[src/clock_gate_pkg.sv]
// Constants for the peripheral clock-gating block: offsets, field positions, reset values.
// Assumes a 32-bit AHB-Lite register bus and a single system clock.
package clock_gate_pkg;

  // ----------------------------------------------------------------------
  // Register byte offsets
  // ----------------------------------------------------------------------
  localparam logic [11:0] RUN_GATE_ONE_OFS    = 12'h104; // Run gating, bank one
  localparam logic [11:0] RUN_GATE_TWO_OFS    = 12'h108; // Run gating, bank two
  localparam logic [11:0] SLEEP_GATE_ONE_OFS  = 12'h114; // Sleep gating, bank one
  localparam logic [11:0] DEEP_GATE_ONE_OFS   = 12'h124; // Deep-sleep gating, bank one
  localparam logic [11:0] RUN_CLOCK_CFG_OFS   = 12'h060; // Run clock configuration
  localparam logic [11:0] EVENT_STATUS_OFS    = 12'h200; // Sticky event status
  localparam logic [11:0] EVENT_MASK_OFS      = 12'h204; // Event mask

  // ----------------------------------------------------------------------
  // Field layout of the gating banks
  // ----------------------------------------------------------------------
  localparam int COMPARATOR_BIT   = 24;
  localparam int COUNTER_D_BIT    = 19;
  localparam int COUNTER_C_BIT    = 18;
  localparam int COUNTER_B_BIT    = 17;
  localparam int COUNTER_A_BIT    = 16;
  localparam int TWO_WIRE_2ND_BIT = 14;
  localparam int TWO_WIRE_1ST_BIT = 12;
  localparam int SYNC_SERIAL_BIT  = 4;
  localparam int ASYNC_SERIAL_BIT = 0;
  localparam int AUTO_GATE_BIT    = 27;        // Auto gate select in run clock config
  localparam int UNIT_COUNT       = 9;         // Gated units

  // Writable bits of banks one and two and of run clock config, then the gate reset value; everything else reads zero
  localparam logic [31:0] GATE_ONE_MASK = 32'h010F_5011;
  localparam logic [31:0] GATE_TWO_MASK = 32'h0000_201F;
  localparam logic [31:0] AUTO_GATE_MASK = 32'h0800_0000;
  localparam logic [31:0] GATE_RESET    = 32'h0000_0000;

  // Event status bits
  localparam int EVT_FAULT_BIT  = 0;           // Access to an unclocked unit
  localparam int EVT_CHANGE_BIT = 1;           // Selected gate set changed
  localparam logic [31:0] EVENT_MASK_BITS = 32'h0000_0003;

  // Power modes
  typedef enum logic [1:0] {
    MODE_RUN   = 2'b00,
    MODE_SLEEP = 2'b01,
    MODE_DEEP  = 2'b10
  } power_mode_t;

endpackage : clock_gate_pkg

[src/unit_clock_gate.sv]
// One glitch-free clock gate: a latch-free rising-edge enable flop, a falling-edge copy flop and an AND.
// Assumes the enable settles well before the rising edge; it is retimed here.
`timescale 1ns/10ps
module unit_clock_gate (
  input  wire logic clk,        // System clock
  input  wire logic reset_n,    // Synchronous reset, active low
  input  wire logic enable,     // Requested clock enable
  output logic      enableQ,    // Registered enable, also a status for bus fault check
  output logic      gatedClk    // Gated clock to the unit
);

  // ----------------------------------------------------------------------
  // State
  // ----------------------------------------------------------------------
  typedef struct packed {
    logic en;                   // Enable taken at the rising edge
  } gate_state_t;

  gate_state_t state_q;
  gate_state_t state_d;
  logic        enLow_q;         // Low-phase copy, kept outside struct for negedge

  // Next state; the rising-edge flop carries the enable
  always_comb begin
    state_d       = state_q;
    state_d.en    = enable;
  end

  // Rising-edge register
  always_ff @(posedge clk) begin
    if (!reset_n) begin
      state_q <= '0;
    end else begin
      state_q <= state_d;
    end
  end

  // Falling-edge copy so the AND only changes while clk is low
  always_ff @(negedge clk) begin
    if (!reset_n) begin
      enLow_q <= 1'b0;
    end else begin
      enLow_q <= state_q.en;
    end
  end

  assign gatedClk = clk & enLow_q;
  assign enableQ  = state_q.en;

endmodule : unit_clock_gate

[src/peripheral_clock_gating.sv]
// Peripheral clock gating with run, sleep and deep-sleep gate banks on AHB-Lite.
// Assumes one system clock; the power mode comes from the power controller,
// and the unit select comes from the peripheral bus decoder.
//
// Summary of operation
// - Set bit clocks unit, clear stops it
// - Access to unclocked unit gets bus fault
// - All gating bits reset to zero
// - Three banks: run, sleep, deep sleep
// - Auto gate select enables low-power banks
// - Comparator bit 24, counters bits 19:16
// - Two-wire units at bits 14, 12
// - Sync serial bit 4, async bit 0
// - Reserved bits read-only, read zero
// - Sleep bank at offset 0x114
`timescale 1ns/10ps
module peripheral_clock_gating
  import clock_gate_pkg::*;
(
  input  wire logic                  clk,            // System clock, 125 MHz
  input  wire logic                  reset_n,        // Synchronous reset, active low
  // AHB-Lite slave
  input  wire logic                  hsel,
  input  wire logic [11:0]           haddr,
  input  wire logic [1:0]            htrans,
  input  wire logic                  hwrite,
  input  wire logic [2:0]            hsize,
  input  wire logic [31:0]           hwdata,
  input  wire logic                  hready,
  output logic      [31:0]           hrdata,
  output logic                       hreadyout,
  output logic                       hresp,
  // Power mode and peripheral access check
  input  wire logic [1:0]            powerMode,      // power_mode_t code
  input  wire logic                  unitAccess,     // Peripheral access request
  input  wire logic [UNIT_COUNT-1:0] unitSelect,     // One-hot unit of that access
  output logic                       unitFault,      // Bus fault for that access
  // Gated clocks and enables
  output logic      [UNIT_COUNT-1:0] unitClk,        // Gated clocks
  output logic      [UNIT_COUNT-1:0] unitEnable,     // Unit enable, high while clocked
  output logic      [31:0]           gateTwoEnable,  // Bank two enables (not gated here)
  output logic                       irq             // Level interrupt
);

  // ----------------------------------------------------------------------
  // State
  // ----------------------------------------------------------------------
  typedef struct packed {
    logic [31:0] runOne;        // Run gating, bank one
    logic [31:0] runTwo;        // Run gating, bank two
    logic [31:0] sleepOne;      // Sleep gating, bank one
    logic [31:0] deepOne;       // Deep-sleep gating, bank one
    logic [31:0] runCfg;        // Run clock configuration
    logic [31:0] evtStatus;     // Sticky events
    logic [31:0] evtMask;       // Event mask
    logic [31:0] selected;      // Selected gate set last cycle
    logic        dataPhase;     // Pending data phase
    logic        dataWrite;     // Pending phase is a write
    logic [11:0] dataAddr;      // Pending address
    logic [31:0] rdata;         // Read data
    logic        fault;         // Unit access fault output
    logic        irq;           // Interrupt output
    logic [31:0] gateTwo;       // Registered bank two enable
  } regs_t;

  regs_t regs_q;
  regs_t regs_d;

  logic [31:0]           activeSet;    // Bank chosen for the present mode
  logic [UNIT_COUNT-1:0] unitReq;      // Per-unit enable request
  logic [UNIT_COUNT-1:0] unitEnQ;      // Per-unit retimed enable
  logic                  addrPhase;    // Valid address phase
  logic                  faultEvt;     // Fault this cycle
  logic                  changeEvt;    // Gate set changed this cycle
  logic [31:0]           wSet;         // Status clear bits on a write
  logic [31:0]           readMux;      // Read data for the address phase

  // Unit bit positions, comparator at the top
  localparam int UNIT_BIT [UNIT_COUNT] = '{COMPARATOR_BIT, COUNTER_D_BIT, COUNTER_C_BIT,
                                           COUNTER_B_BIT, COUNTER_A_BIT, TWO_WIRE_2ND_BIT,
                                           TWO_WIRE_1ST_BIT, SYNC_SERIAL_BIT,
                                           ASYNC_SERIAL_BIT};

  // ----------------------------------------------------------------------
  // Unit index map
  // ----------------------------------------------------------------------
  // Index 0 is the comparator, the last index the async serial unit;
  // the access decoder must one-hot unitSelect in this same order
  localparam int COMP_IDX     = 0;               // Comparator slot
  localparam int COUNTER_IDX  = 4;               // Counter a slot; d, c, b sit below it
  localparam int TWO_WIRE_IDX = 5;               // Second two-wire slot, first one above
  localparam int SYNC_IDX     = 7;               // Sync serial slot
  localparam int ASYNC_IDX    = UNIT_COUNT - 1;  // Async serial slot

  // ----------------------------------------------------------------------
  // Mode selection
  // ----------------------------------------------------------------------
  // bank per mode
  always_comb begin
    activeSet = regs_q.runOne;
    // low-power banks only with auto gate
    if (regs_q.runCfg[AUTO_GATE_BIT]) begin
      case (power_mode_t'(powerMode))
        MODE_RUN:   activeSet = regs_q.runOne;
        MODE_SLEEP: activeSet = regs_q.sleepOne;
        MODE_DEEP:  activeSet = regs_q.deepOne;
        default:    activeSet = regs_q.runOne;
      endcase
    end
  end

  always_comb begin
    for (int i = 0; i < UNIT_COUNT; i++) begin
      unitReq[i] = activeSet[UNIT_BIT[i]];
    end
  end

  // ----------------------------------------------------------------------
  // Per-unit gates
  // ----------------------------------------------------------------------
  // Each gate retimes its enable, so a unit's clock follows its bit
  // a cycle and a half later; software must allow for that delay
  // one gate per unit
  for (genvar g = 0; g < UNIT_COUNT; g++) begin : gen_gate
    unit_clock_gate u_gate (
      .clk      (clk),
      .reset_n  (reset_n),
      .enable   (unitReq[g]),
      .enableQ  (unitEnQ[g]),
      .gatedClk (unitClk[g])
    );
  end

  assign unitEnable = unitEnQ;

  // ----------------------------------------------------------------------
  // Bus decode and events
  // ----------------------------------------------------------------------
  assign addrPhase = hsel & hready & htrans[1];
  // A read whose address phase overlaps the data phase of a write to the
  // same word returns the old value; leave one idle cycle between them
  // fault on unclocked access
  assign faultEvt  = unitAccess & |(unitSelect & ~unitEnQ);
  assign changeEvt = (activeSet != regs_q.selected);
  assign wSet      = (regs_q.dataPhase & regs_q.dataWrite
                     & (regs_q.dataAddr == EVENT_STATUS_OFS)) ? hwdata : '0;

  // Read mux; reserved bits already zero in storage
  always_comb begin
    case (haddr)
      RUN_GATE_ONE_OFS:   readMux = regs_q.runOne;
      RUN_GATE_TWO_OFS:   readMux = regs_q.runTwo;
      SLEEP_GATE_ONE_OFS: readMux = regs_q.sleepOne;
      DEEP_GATE_ONE_OFS:  readMux = regs_q.deepOne;
      RUN_CLOCK_CFG_OFS:  readMux = regs_q.runCfg;
      EVENT_STATUS_OFS:   readMux = regs_q.evtStatus;
      EVENT_MASK_OFS:     readMux = regs_q.evtMask;
      default:            readMux = '0;
    endcase
  end

  // Next state
  always_comb begin
    regs_d           = regs_q;
    regs_d.dataPhase = addrPhase;
    regs_d.dataWrite = hwrite;
    regs_d.dataAddr  = haddr;
    regs_d.selected  = activeSet;
    regs_d.fault     = faultEvt;
    regs_d.gateTwo   = regs_q.runTwo;
    if (addrPhase && !hwrite) begin
      regs_d.rdata = readMux;
    end
    // Writes land in the data phase
    if (regs_q.dataPhase && regs_q.dataWrite) begin
      case (regs_q.dataAddr)
        RUN_GATE_ONE_OFS:   regs_d.runOne   = hwdata & GATE_ONE_MASK;
        RUN_GATE_TWO_OFS:   regs_d.runTwo   = hwdata & GATE_TWO_MASK;
        SLEEP_GATE_ONE_OFS: regs_d.sleepOne = hwdata & GATE_ONE_MASK;
        DEEP_GATE_ONE_OFS:  regs_d.deepOne  = hwdata & GATE_ONE_MASK;
        RUN_CLOCK_CFG_OFS:  regs_d.runCfg   = hwdata & AUTO_GATE_MASK;
        EVENT_MASK_OFS:     regs_d.evtMask  = hwdata & EVENT_MASK_BITS;
        default:            regs_d.runOne   = regs_q.runOne;
      endcase
    end
    // Clear by writing one; a new event wins over the clear
    regs_d.evtStatus = regs_q.evtStatus & ~wSet;
    regs_d.evtStatus[EVT_FAULT_BIT]  = regs_d.evtStatus[EVT_FAULT_BIT] | faultEvt;
    regs_d.evtStatus[EVT_CHANGE_BIT] = regs_d.evtStatus[EVT_CHANGE_BIT] | changeEvt;
    regs_d.irq = |(regs_d.evtStatus & regs_d.evtMask);
  end

  // Register; all gates reset clear
  always_ff @(posedge clk) begin
    if (!reset_n) begin
      regs_q          <= '0;
      regs_q.runOne   <= GATE_RESET;
      regs_q.sleepOne <= GATE_RESET;
      regs_q.deepOne  <= GATE_RESET;
    end else begin
      regs_q <= regs_d;
    end
  end

  // Zero-wait OKAY slave
  assign hrdata        = regs_q.rdata;
  assign hreadyout     = 1'b1;
  assign hresp         = 1'b0;
  assign unitFault     = regs_q.fault;
  assign gateTwoEnable = regs_q.gateTwo;
  assign irq           = regs_q.irq;
endmodule : peripheral_clock_gating

[config.mk]
export PLATFORM = sky130hd
export DESIGN_NAME = peripheral_clock_gating
export DESIGN_NICKNAME = d
export VERILOG_FILES = /design/src/clock_gate_pkg.sv /design/src/unit_clock_gate.sv /design/src/peripheral_clock_gating.sv
export SDC_FILE = /design/constraint.sdc
export NUM_CORES = 1
export LEC_CHECK = 0
export BUFFER_PORTS_ARGS = -buffer_cell sky130_fd_sc_hd__buf_2
export CAP_MARGIN = 20
export CORE_UTILIZATION = 50
export DETAILED_ROUTE_END_ITERATION = 8
export HOLD_SLACK_MARGIN = 0.02
export PLACE_DENSITY = 0.84
export SLEW_MARGIN = 20
export SYNTH_ARGS = -nofsm -noshare
export SYNTH_HDL_FRONTEND = slang
export SYNTH_HIERARCHICAL = 1
export SYNTH_SLANG_ARGS = --single-unit
export TNS_END_PERCENT = 100
[constraint.sdc]
create_clock -name clk -period 2.3 [get_ports clk]
set_input_delay 0.115 -clock clk [delete_from_list [all_inputs] [get_ports clk]]
set_output_delay 0.115 -clock clk [all_outputs]
set_load 0.005 [all_outputs]
; After elaboration in Yosys (flattened, before gate mapping)
; Cells that the tools add are included.
[op_classes]
eq_ne = 17
n_mux = 6
n_bitwise = 21
n_reduce_logical = 10
[op_table]
columns = op, count
row1 = 32-bit one-hot mux with 7 select lines, 1
row2 = 32-bit 2-to-1 mux, 4
row3 = "12-bit by 9-bit equality test with 1-bit output, second input constant", 8
row4 = 32-bit bitwise AND, 2
row5 = 25-bit one-hot mux with 2 select lines, 1
row6 = "12-bit by 10-bit equality test with 1-bit output, second input constant", 4
row7 = 32-bit inequality test, 1
row8 = 32-bit NOT, 1
row9 = 32-bit OR reduction, 1
row10 = "12-bit by 7-bit equality test with 1-bit output, second input constant", 2
row11 = 1-bit bitwise AND, 14
row12 = 2-bit AND reduction, 5
row13 = 9-bit bitwise AND, 1
row14 = 9-bit NOT, 1
row15 = 9-bit OR reduction, 1
row16 = "2-bit by 1-bit equality test with 1-bit output, second input constant", 1
row17 = "2-bit equality test, second input constant", 1
row18 = 1-bit logical AND, 2
row19 = 1-bit OR, 2
row20 = 1-bit zero test, 1
[word_totals]
regBits = 202
in_bits = 66
output_inout_bits = 86
word_cells = 87

; Logic depth before layout (Yosys ltp)
[depth]
depth_word = 8
ltp_mapped = 10
mapped_depth_nobuf = 9

; Modules after synthesis
; Netlist, hierarchy kept.
[by_module_without_submodules]
columns = module, n_inst, cells_per_inst, area_per_inst_um2, seq_area_each_um2
row1 = peripheral_clock_gating, 1, 773, 7036.7, 3223.1
row2 = unit_clock_gate, 9, 6, 62.6, 40.0

==> run_results.csv <==
group,metric,value,unit
synthesis,synthArstFlopShare,0,%
cells_and_area,drive_gt1_share,21.91,%
global_routing,grt_max_degree,75,
global_routing,grt_first_pass_wirelength,31.46,mm
power_and_ir_drop,power,6.839,mW
global_routing,grt_overflow_total,0,
power_and_ir_drop,power.leakage,4.384,nW
status,violations,"design-rule violations, negative setup slack",
floorplanning,die_h,125.3,um
floorplanning,die_w,125.3,um
synthesis,synthTopCellsByCount,"dfxtp_1 (179), nor2_1 (82), buf_4 (67), and2_1 (59), nand2_1 (54)",
global_routing,grt_pass1_vias,6284,
routing,wl_per_cell,17.08,um
routing,ant_nets,0,
status,status,"finished, violations left",
synthesis,synth_edf_count,0,
setup_path,critPathKind,"flip-flop to flip-flop",
global_routing,antenna_found_initial,0,
setup_path,arrival,2.88,ns
synthesis,ys_seq_area_share,47.15,%
routing,routed_wl,19.98,mm
synthesis,yosysWarnings,6,
sta,fin_crit,2.448,ns
synthesis,synth_top_area_share,47.15,%
synthesis,syn_area_per_cell,9.190,um2
routing,via_per_inst,5.636,
sta,tightest_slew,0.6951,ns
synthesis,synth-seq-cells,179,
floorplanning,io_pins,152,
synthesis,yosys.area.top_type,"dfxtp_1",
cells_and_area,area_growth,24.17,%
routing,firstDrtPassIters,9,
sta,fin_worst_skew,0.04444,ns
place,dp_hpwl,12.94,mm
clocking,path_clk_slew,0.07,ns
sta,relSlewSlack,53.66,%
floorplanning,initial_core_util,51.70,%
routing,drt-initial-drc-count,873,
sta,finalCritPeriodShare,106.5,%
setup_path,crit_fanout,5,
routing,drc,12,
sta,slew_violations,0,
cells_and_area,final_nets,1040,
place,portBuffers,119,
sta,finalHoldViolations,0,
sta,fmax,0.4084,GHz
global_routing,track_usage,25.96,%
place,routabilityCongestion,0.8838,
synthesis,synthTopCellsByArea,"dfxtp_1 (47%), buf_4 (6.6%), and2_1 (4.9%), a22oi_1 (4.8%), mux2i_1 (4.5%)",
setup_path,cp.required,2.73,ns
floorplanning,die-area,15700,um2
synthesis,syn_area,7600,um2
clocking,post-cts-setup-buffers,0,
floorplanning,design.core.area,14700,um2
synthesis,ys.flop_type,"dfxtp_1",
power_and_ir_drop,p_per_area,724.7,nW/um2
synthesis,ys_types,58,
setup_path,start_kind,"flip-flop",
job,drv_cap,0,
sta,setup_viol,19,
cells_and_area,n_antenna_cell,0,
sta,hold_ws,0.06841,ns
routing,dr_total_vias,6594,
sta,rsz0062_at_grt,"true",
synthesis,synth_most_common_cell,"dfxtp_1",
floorplanning,placementRows,44,
clocking,tritoncts,"done",
sta,post-route-worst-setup-slack,-0.1485,ns
worst_hold_path,min_path_type,"input pin to flip-flop",
clocking,clkLatencyLatePin,0.59,ns
power_and_ir_drop,peakVddDrop,0.6319,mV
synthesis,synthCells,827,
setup_path,reg2reg_slack,-0.15,ns
setup_path,crit_path_end_kind,"flip-flop",
==> report_power, final <==
| part | internal, mW | leakage, nW | total, mW | switching [mW] |
|---|---|---|---|---|
| Sequential | 3.11 | 1.45 | 3.12 | 0.00757 |
| Combinational | 0.141 | 2.46 | 0.296 | 0.156 |
| Clock | 2.04 | 0.482 | 3.42 | 1.38 |
==> registers in the layout (all words and copies together), names as in the netlist <==
register / cells
gen_gate.u_gate/enLow_q: 9
gateTwoEnable: 6
hrdata: 32
regs_d: 6
regs_q: 115
unitFault: 1
gen_gate.u_gate/enableQ: 9
irq: 1
==> critical path, cell delays in order (launching register included) <==
cell,delay [ns]
dfxtp_1,0.31
or4_4,0.55
nor4_4,0.19
buf_4,0.20
buf_4,0.13
a21oi_1,0.06
a2111oi_0,0.29
buf_4,0.18
nand4_1,0.09
o211ai_1,0.22
o211ai_1,0.12
==> cells in the final DEF (no fill, tap or decap), drive strengths merged, types with 3 or more instances in the layout <==
| cell | count |
|---|---|
| nand3 | 13 |
| a21oi | 18 |
| nor4 | 5 |
| nand4 | 11 |
| clkinv | 8 |
| a2111oi | 3 |
| inv | 38 |
| dfxtp | 179 |
| nor2 | 82 |
| nand2b | 6 |
| conb | 28 |
| a22oi | 49 |
| or4 | 3 |
| nand2 | 54 |
| mux2i | 34 |
| and3 | 40 |
| xnor2 | 6 |
| a21boi | 4 |
| a41oi | 3 |
| o211ai | 4 |
| nor3b | 4 |
| nor3 | 11 |
| dlygate4sd3 | 48 |
| a2bb2oi | 5 |
| a222oi | 11 |
| a211oi | 11 |
| clkbuf | 22 |
| bufinv | 3 |
| a22o | 18 |
| xor2 | 8 |
| and2 | 59 |
| o21ai | 8 |
| buf | 164 |
==> per-stage QoR <==
step	setup WS [ns]	TNS (ns)	std cells	util [%]	area, um2
after floorplan	0.01525	0	853	-	7705
after global placement	-0.1944	-0.1944	1085	55.79	8200
after detailed placement	-0.2269	-0.2518	1085	55.79	8200
after CTS	-0.1491	-0.9020	1170	63.96	9402
after global routing	-0.2701	-1.246	1170	64.20	9437
final	-0.1485	-0.7861	1170	64.20	9437
==> routing by layer <==
metal	GRT usage (%)	part of all wire, %
met1	30.99	41
met2	41.90	48
met3	7.146	7.7
met4	15.42	3.9
met5	0	0
==> kinds of logic after synthesis <==
logic type,share of synthesized area (%)
AO/OA/AOI/OAI,15.28
XOR/XNOR,1.613
adder cells (fa/ha/maj),0.3292
buffers and inverters,10.96
flip-flops,47.15
multiplexers,4.478
other,0.09882
AND/OR/NAND/NOR,20.09
==> path summary, 6_finish.rpt <==
| kind | cells after the start | startpoint | endpoint |
|---|---|---|---|
| max | 10 | regs_q[67]$_SDFF_PN0_ | irq$_SDFF_PN0_ |
| min | 4 | unitAccess | regs_q[144]$_SDFF_PN0_ |
| min reg2reg | 2 | regs_q[153]$_SDFF_PN0_ | regs_q[153]$_SDFF_PN0_ |
| max reg2reg | 10 | regs_q[67]$_SDFF_PN0_ | irq$_SDFF_PN0_ |
==> timing repair <==
item                       4_1_cts  5_1_grt
hold endpoints to repair        93        0
setup endpoints to repair       20       47
resized for setup                6        9
hold buffers                    48        0
pin swaps                        4        0
==> layout make-up <==
type	instances	area [um2]
Multi-Input combinational cell	524	3313
Fill cell	1091	5263
Sequential cell	179	3585
Timing Repair Buffer	203	1418
Clock buffer	31	586.8
Clock inverter	24	210.2
Tap cell	184	230.2
Inverter	25	93.84
(Power assumes the default switching activity.)
